File: src/gpio_port_pkg.sv
// Package with register map, field positions and types for the port block
`default_nettype none
package gpio_port_pkg;
  localparam int unsigned PINS = 8;
  localparam int unsigned AW   = 4;
  // ---------------------------------------------------------------------
  // Register byte offsets
  // ---------------------------------------------------------------------
  localparam logic [3:0] OFS_DIRECTION = 4'h0;
  localparam logic [3:0] OFS_OUTPUT    = 4'h4;
  localparam logic [3:0] OFS_INPUT     = 4'h8;
  localparam logic [3:0] OFS_CONTROL   = 4'hC;
  // ---------------------------------------------------------------------
  // Fields and reset values
  // ---------------------------------------------------------------------
  localparam int unsigned CTL_PUD_BIT  = 0;
  localparam logic [7:0] RST_DIRECTION = 8'h00;
  localparam logic [7:0] RST_OUTPUT    = 8'h00;
  localparam logic       RST_PUD       = 1'h0;
  localparam logic [31:0] RD_UNMAPPED  = 32'h00000000;

  typedef enum logic [1:0] {
    BUS_IDLE = 2'b00,
    BUS_ACK  = 2'b01
  } bus_state_t;

  // Per-port alternate function override set
  typedef struct packed {
    logic [7:0] pullup_override_enable;
    logic [7:0] pullup_override_value;
    logic [7:0] dir_override_enable;
    logic [7:0] dir_override_value;
    logic [7:0] val_override_enable;
    logic [7:0] val_override_value;
    logic [7:0] din_override_enable;
    logic [7:0] din_override_value;
  } pin_override_t;
endpackage : gpio_port_pkg
`default_nettype wire

File: src/general_digital_io_port.sv
// One eight-pin general purpose digital port with Avalon-MM register access
`default_nettype none
// Operation
// - Direction bit one makes the pin an output, zero an input.
// - Input pin with latch one gets pull-up unless globally disabled.
// - Pull-up off when latch is zero or pin is an output.
// - Reset tri-states every pin.
// - Output pin drives latch value onto the pad.
// - Writing one to input bit toggles the latch; zero does nothing.
// - Global pull-up disable keeps every pull-up off except on pins with pull-up override enabled.
// - Input bit shows synchronized pad level in any direction.
// - Pad level passes a first stage, then loads the input bit.
// - External pad change reaches input bit after a short synchronizer delay.
// - Software-set pin value reaches input bit two clocks after the pad changes.
// - Sleep clamp forces digital inputs to ground in deep sleep.
// - Clamp skipped on pins with external interrupt enabled.
// - Clamp release on a high pad flags a change for interrupt logic.
// - Pull-ups held off throughout reset.
// - Strobes shared per port; clock, clamp, pull-up disable shared by all.
// - Alternate functions may override pin control signals.
// - Input register read-only; output and direction registers read-write.
// - Pull-up follows override value when enabled, else 0b010 decode.
module general_digital_io_port (
  input  wire logic                        i_clk,
  input  wire logic                        i_srst,
  input  wire logic [3:0]                  i_address,
  input  wire logic                        i_read,
  input  wire logic                        i_write,
  input  wire logic [31:0]                 i_writedata,
  input  wire logic [3:0]                  i_byteenable,
  output var  logic [31:0]                 o_readdata,
  output var  logic                        o_waitrequest,
  input  wire logic [7:0]                  i_pad,
  output var  logic [7:0]                  o_pad,
  output var  logic [7:0]                  o_pad_oe,
  output var  logic [7:0]                  o_pullup_en,
  input  wire logic                        i_sleep,
  input  wire logic [7:0]                  i_ext_int_en,
  input  wire gpio_port_pkg::pin_override_t i_ovr,
  output var  logic [7:0]                  o_din,
  output var  logic [7:0]                  o_clamp_release_change
);
  // ---------------------------------------------------------------------
  // Bus decode
  // ---------------------------------------------------------------------
  gpio_port_pkg::bus_state_t bus_r;
  logic [7:0]  dir_r;
  logic [7:0]  latch_r;
  logic        pud_r;
  logic [7:0]  sync_stage_r;
  logic [7:0]  pin_in_r;
  logic [7:0]  clamp_r;
  logic [31:0] rdata_nxt;

  wire        req        = (i_read | i_write) & (bus_r == gpio_port_pkg::BUS_IDLE);
  wire        commit     = i_write & (bus_r == gpio_port_pkg::BUS_ACK);
  wire        lane0      = i_byteenable[0];
  wire        sel_dir    = (i_address == gpio_port_pkg::OFS_DIRECTION);
  wire        sel_out    = (i_address == gpio_port_pkg::OFS_OUTPUT);
  wire        sel_in     = (i_address == gpio_port_pkg::OFS_INPUT);
  wire        sel_ctl    = (i_address == gpio_port_pkg::OFS_CONTROL);
  // Shared strobes for all eight pins of the port
  wire        wr_dir     = commit & lane0 & sel_dir;
  wire        wr_out     = commit & lane0 & sel_out;
  wire        wr_in      = commit & lane0 & sel_in;
  wire        wr_ctl     = commit & lane0 & sel_ctl;
  wire [7:0]  wdat       = i_writedata[7:0];

  always_comb begin
    if (sel_dir) begin
      rdata_nxt = {24'h000000, dir_r};
    end else if (sel_out) begin
      rdata_nxt = {24'h000000, latch_r};
    end else if (sel_in) begin
      rdata_nxt = {24'h000000, pin_in_r};
    end else if (sel_ctl) begin
      rdata_nxt = {31'h00000000, pud_r};
    end else begin
      rdata_nxt = gpio_port_pkg::RD_UNMAPPED;
    end
  end

  // ---------------------------------------------------------------------
  // Register next values
  // ---------------------------------------------------------------------
  // Toggle through the input address; input register itself keeps nothing
  wire [7:0] latch_toggled = latch_r ^ wdat;
  wire [7:0] latch_nxt     = wr_out ? wdat : (wr_in ? latch_toggled : latch_r);
  wire [7:0] dir_nxt       = wr_dir ? wdat : dir_r;
  wire       pud_nxt       = wr_ctl ? wdat[gpio_port_pkg::CTL_PUD_BIT] : pud_r;

  // ---------------------------------------------------------------------
  // Pin control with alternate function overrides
  // ---------------------------------------------------------------------
  wire [7:0] eff_dir = (i_ovr.dir_override_enable & i_ovr.dir_override_value)
                     | (~i_ovr.dir_override_enable & dir_nxt);
  wire [7:0] eff_val = (i_ovr.val_override_enable & i_ovr.val_override_value)
                     | (~i_ovr.val_override_enable & latch_nxt);
  // Pull-up on only for {dir, latch, pud} = 0b010 unless overridden
  wire [7:0] pu_gp   = ~dir_nxt & latch_nxt & {8{~pud_nxt}};
  wire [7:0] pu_nxt  = (i_ovr.pullup_override_enable & i_ovr.pullup_override_value)
                     | (~i_ovr.pullup_override_enable & pu_gp);
  // Digital input enable: sleep clamp unless ext interrupt or override
  wire [7:0] din_en  = (i_ovr.din_override_enable & i_ovr.din_override_value)
                     | (~i_ovr.din_override_enable
                        & ~({8{i_sleep}} & ~i_ext_int_en));
  wire [7:0] clamp_nxt = ~din_en;
  // Only the second synchronizer stage feeds the peripherals
  wire [7:0] clamped   = pin_in_r & din_en;

  // ---------------------------------------------------------------------
  // Registers
  // ---------------------------------------------------------------------
  always_ff @(posedge i_clk) begin
    if (i_srst) begin
      bus_r         <= gpio_port_pkg::BUS_IDLE;
      o_waitrequest <= 1'b1;
      o_readdata    <= gpio_port_pkg::RD_UNMAPPED;
    end else begin
      bus_r         <= req ? gpio_port_pkg::BUS_ACK : gpio_port_pkg::BUS_IDLE;
      o_waitrequest <= ~req;
      o_readdata    <= rdata_nxt;
    end
  end

  always_ff @(posedge i_clk) begin
    if (i_srst) begin
      dir_r   <= gpio_port_pkg::RST_DIRECTION;
      latch_r <= gpio_port_pkg::RST_OUTPUT;
      pud_r   <= gpio_port_pkg::RST_PUD;
    end else begin
      dir_r   <= dir_nxt;
      latch_r <= latch_nxt;
      pud_r   <= pud_nxt;
    end
  end

  // Pad drivers: tri-state and pull-ups off while reset is held
  always_ff @(posedge i_clk) begin
    if (i_srst) begin
      o_pad_oe    <= 8'h00;
      o_pad       <= 8'h00;
      o_pullup_en <= 8'h00;
    end else begin
      o_pad_oe    <= eff_dir;
      o_pad       <= eff_val;
      o_pullup_en <= pu_nxt;
    end
  end

  // Two-stage synchronizer; first stage read only by the second
  always_ff @(posedge i_clk) begin
    if (i_srst) begin
      sync_stage_r <= 8'h00;
      pin_in_r     <= 8'h00;
    end else begin
      sync_stage_r <= i_pad;
      pin_in_r     <= sync_stage_r;
    end
  end

  // Clamped digital input to peripherals and change on clamp release
  always_ff @(posedge i_clk) begin
    if (i_srst) begin
      clamp_r                <= 8'h00;
      o_din                  <= 8'h00;
      o_clamp_release_change <= 8'h00;
    end else begin
      clamp_r                <= clamp_nxt;
      o_din                  <= clamped;
      o_clamp_release_change <= clamp_r & ~clamp_nxt & pin_in_r;
    end
  end
endmodule : general_digital_io_port
`default_nettype wire

File: config.mk
export PLATFORM = sky130hd
export DESIGN_NAME = general_digital_io_port
export DESIGN_NICKNAME = d
export VERILOG_FILES = /design/src/gpio_port_pkg.sv /design/src/general_digital_io_port.sv
export SDC_FILE = /design/constraint.sdc
export NUM_CORES = 1
export LEC_CHECK = 0
export BUFFER_PORTS_ARGS = -buffer_cell sky130_fd_sc_hd__buf_2
export CORE_MARGIN = 1
export CORE_UTILIZATION = 45
export DETAILED_ROUTE_END_ITERATION = 7
export GPL_ROUTABILITY_DRIVEN = 0
export PLACE_DENSITY = 0.82
export SKIP_CTS_REPAIR_TIMING = 1
export SLEW_MARGIN = 0
export SYNTH_ARGS = -nofsm -noshare
export SYNTH_HDL_FRONTEND = slang
export SYNTH_SLANG_ARGS = --single-unit
File: constraint.sdc
create_clock -name i_clk -period 2.8 [get_ports i_clk]
set_input_delay 0.56 -clock i_clk [delete_from_list [all_inputs] [get_ports i_clk]]
set_output_delay 0.56 -clock i_clk [all_outputs]
set_load 0.05 [all_outputs]
# After elaboration in Yosys (flattened, before gate mapping)
# Index checks and enable logic that the tools add are counted.
dict set report totals {
  register_bits 116
  inputBits 125
  output_inout_bits 73
  elab_cells 69
}
dict set report classes {
  n_eq_ne 4
  muxes 9
  n_bitwise 38
  n_reduce_logical 3
}
# op n
set op_table {}
lappend op_table {{$and A8 B8 Y8} 14}
lappend op_table {{$not A8 Y8} 9}
lappend op_table {{$mux W8} 6}
lappend op_table {{$or A8 B8 Y8} 4}
lappend op_table {{$eq A4 B4 Y1 const B} 2}
lappend op_table {{$xor A8 B8 Y8} 1}
lappend op_table {{$and A1 B1 Y1} 7}
lappend op_table {{$eq A4 B3 Y1 const B} 1}
lappend op_table {{$logic_not A4 Y1} 1}
lappend op_table {{$reduce_or A4 Y1} 1}
lappend op_table {{$mux W1} 3}
lappend op_table {{$eq A2 B1 Y1 const B} 1}
lappend op_table {{$logic_not A2 Y1} 1}
lappend op_table {{$not A1 Y1} 2}
lappend op_table {{$or A1 B1 Y1} 1}

# Depth between registers and ports, before layout
dict set report depth {
  depth_word 10
  ltp_mapped 8
  mapped_depth_nobuf 4
}

# Least setup slack after synthesis
# No wires, ideal clock.
dict set report synth_path {
  path_type {input to register}
  from {input i_address[3]}
  to {register o_pullup_en[6]}
  setup_ns 0.101
  t_arrival_ns 2.236
  required_ns 2.699
  setup_slack_ns 0.463
  stages 8
  n_path_buf 4
  path_cell_list {buf_6 > or4_4 > buf_6 > nor2b_4 > buf_6 > buf_12 > mux2_1 > o41ai_1}
}
dict set report synth_between {
  elab_chain_len 8
  elab_cells_between_ends 18
  classes_between {eq/ne: 3; mux: 4; bitwise: 10; reduce/logical: 1}
}
# element line_no
set synth_lines {}
lappend synth_lines {{start: declaration} general_digital_io_port.sv:26} ;# input wire logic [3:0] i_address,
lappend synth_lines {{$eq A4 B4 Y1 / $logic_not A4 Y1 (equally long branches)} {general_digital_io_port.sv:60, general_digital_io_port.sv:58}}
lappend synth_lines {{$and A1 B1 Y1, on equally long branches} {general_digital_io_port.sv:65, general_digital_io_port.sv:63}}
lappend synth_lines {{$mux W8, on equally long branches} {general_digital_io_port.sv:88, general_digital_io_port.sv:89}}
lappend synth_lines {{$mux W8 / $not A8 Y8 (equally long branches)} {general_digital_io_port.sv:88, general_digital_io_port.sv:100}}
lappend synth_lines {{$and A8 B8 Y8} general_digital_io_port.sv:100} ;# wire [7:0] pu_gp = ~dir_nxt & latch_nxt & {8{~pud_nxt}};
lappend synth_lines {{$and A8 B8 Y8 *} general_digital_io_port.sv:100}
lappend synth_lines {{$and A8 B8 Y8 *} general_digital_io_port.sv:102} ;# | (~i_ovr.pullup_override_enable & pu_gp);
lappend synth_lines {{$or A8 B8 Y8 *} general_digital_io_port.sv:102}
lappend synth_lines {{end signal: assignment} general_digital_io_port.sv:147} ;# o_pullup_en <= pu_nxt;
lappend synth_lines {{end: declaration} general_digital_io_port.sv:36} ;# output var logic [7:0] o_pullup_en,
# Every way passes the cells marked *; elsewhere a longest branch is shown, timed or not.
# A chain may end at the register's enable or synchronous reset.

# Worst setup path in the final report
dict set report layout_path {
  from {input i_address[2]}
  to {register o_pullup_en[1]}
}
# The elaborated chain is that of the path after synthesis.

==> out/summary.txt <==
f_max: 0.461 GHz
CP startpoint kind: input port
RSZ-0062 raised after global routing: false
Multi-input gate area: 1770 sq um
top-count cell post-synth: dfxtp_1
WL/cell: 14.0 microns
Max VDD drop: 326 uV
slowest cell delay on critical path: 510 ps
diode count: 0
DR iter-0 viols: 61
CTS Buf Count: 9
Synth Warn #: 0
largest net degree at the start of global routing: 44
# fillers: 769
H-Tree Depth: 3
top cell type's share of synthesized area: 47.3%
global-route wire length before repair: 13,500 microns
largest area contributor in the netlist: dfxtp_1
minimum clock period: 2170 ps
Overall Global Routing Usage: 19.5%
most common library cells after synthesis: dfxtp_1 (91), nor2_1 (37), nor2b_1 (33), buf_4 (24)
clk slew on worst S/H paths: 90 ps
PwrDens: 538 nW/um^2
final worst path period share: 77.5%
Synth async-reset ratio: 0%
Post-synth EDFFs: 0
clock sink total: 91
Syn Area/Cell: 9.97 sq um
Initial Util: 46.6%
WS Path Type: input port to flop
Hold Path Class: input port to flop
M2 GR Usage: 33.5%
Die X-Extent: 94.5 microns
core area: 8260 sq um
worst path bufs/invs: 2
Pins Over Slew Limit: 0
Worst path top cell family by delay: compound AO/OA/AOI/OAI gates
post-route setup TNS: 0 ps
top_reg_cell synth: dfxtp_1
dpl cell area: 4550 sq um
cell area after layout: 4730 sq um
port bufs: 146
# rows: 33
GR Layer Usage met1: 23.0%
I/O pins: 198
CP Data Arrival Time: 2390 ps
Nets: 652
clk buf depth: 2
met3 Use GR: 4.27%
Synth cell types: 39
drt total wl: 8910 microns
Setup Viol. Count Final: 0
clock skew: 16.0 ps
chip height: 94.5 microns
initial antenna violation count: 0
share of cells above drive strength 1: 36.7%
CP max FO: 34
run status: complete, no violations
Yosys reg bits: 91
TritonCTS clock tree: yes
DP HPWL: 6450 microns
Area contributors post-synth: dfxtp_1 (47%), nor2b_1 (5.4%), buf_4 (4.7%)
worst-margin pin slew: 797 ps
Root Driver: clkbuf_8
MaxCap Viol Count: 0
Routed Antenna Nets: 0
Worst EP required: 3020 ps
worst-path cell chain: buf_2 -> buf_4 -> nand4b_1 -> o311a_1 -> o21ai_0 -> o41ai_1
final hold vios: 0
Residual DRC: 0
critical path capture point type: flop
Slew headroom: 45.3%
vias: 3,250
full die area: 8930 sq um
sequential share of the synthesized area: 47.3%
Synth Instances: 386
Area Growth Syn to Fin: 22.8%
vias in the first global route: 2,947
Leakage: 2.19 nW
Post-Syn Area: 3850 sq um
grt ovf: 0
GR peak layer: met2
Storage cell area: 1820 sq um
critical path's slowest cell: nand4b_1
clk_lat worst skew: 350 ps
vias per cell: 5.11
DR pass1 iterations: 4
==> worst register-to-register path, cell delays in order, from the launching register on <==
cell and delay, ps:
dfxtp_1 360, nand4b_1 410, o311a_1 490, o21ai_0 370
o41ai_1 120
==> registers in the layout, summed over array words and instances (netlist names) <==
signal and count:
bus_r 1, clamp_r 8, dir_r 8, latch_r 8, o_clamp_release_change 8, o_din 8, o_pad 8, o_pad_oe 8
o_pullup_en 8, o_readdata 8, o_waitrequest 1, pin_in_r 8, pud_r 1, sync_stage_r 8
==> placed cells by master (no fill, tap or decap), drive strengths merged <==
cell | netlist | routed
and3 | 1 | 1
a21oi | 7 | 7
a31o | 8 | 8
clkbuf | 16 | 10
clkinv | 0 | 2
o41ai | 8 | 8
nor2 | 37 | 37
clkinvlp | 0 | 2
mux4 | 1 | 1
nor3b | 8 | 8
nand4b | 1 | 1
o311a | 8 | 8
and2 | 8 | 8
nand4 | 1 | 1
buf | 31 | 154
a211oi | 8 | 8
o31ai | 8 | 8
o21a | 1 | 1
nand3b | 16 | 16
dfxtp | 91 | 91
mux2 | 8 | 8
inv | 9 | 10
mux2i | 10 | 10
conb | 1 | 24
o211a | 7 | 7
o21ai | 8 | 8
nor2b | 34 | 34
nand2b | 15 | 15
or2 | 1 | 1
or4 | 1 | 1
a311oi | 8 | 8
nand2 | 8 | 8
or3 | 1 | 1
nor4b | 8 | 8
o21ba | 8 | 8
==> cell type report <==
cell class	instances	area share (%)
clock buffers	10	2.91
clock inverters	5	0.794
inverters	9	0.715
multi-input cells	262	37.5
flip-flops and latches	91	38.5
well taps	105	2.78
repair buffers	154	16.7
==> cell families after synthesis <==
kind of cell / after synthesis / synth area share (%)
compound gates: 79 / 16.7
other cells: 1 / 0.0974
flops: 91 / 47.3
mux: 19 / 5.52
buf+inv: 56 / 8.84
simple gates: 140 / 21.5
==> layer usage <==
metal	share of wire (%)	vias up
met5	0	-
met4	2.6	0
li1	-	1599
met3	5.2	20
met2	49	117
met1	43	1514
==> where the power goes <==
| group | switching [W] | internal [W] |
|---|---|---|
| combinational | 0.000267 | 0.000127 |
| clock | 0.000459 | 0.000345 |
| sequential | 0.0000118 | 0.00133 |
==> final timing paths <==
kind / start / to / slack, ps / cells after the start
setup / recovery: i_address[2] / o_pullup_en[1] / 630 / 6
hold / removal: i_ovr[61] / o_pullup_en[5] / 400 / 2
setup reg to reg: bus_r[0] / o_pullup_en[1] / 920 / 4
hold reg to reg: sync_stage_r[1] / pin_in_r[1] / 430 / 1
==> metrics by stage <==
stage / std cells / power (W) / util (%) / setup WS (ps) / hold WS [ps]
global placement: 621 / 0.00176 / 55.1 / 311 / 409
detailed placement: 621 / 0.00177 / 55.1 / 275 / 412
floorplan: 409 / 0.00167 / - / 463 / 406
global route: 636 / 0.00267 / 57.2 / 556 / 382
CTS: 636 / 0.00257 / 57.2 / 644 / 390
finish: 636 / 0.00254 / 57.2 / 630 / 403
Note: power is estimated with default switching activity, not from simulation.
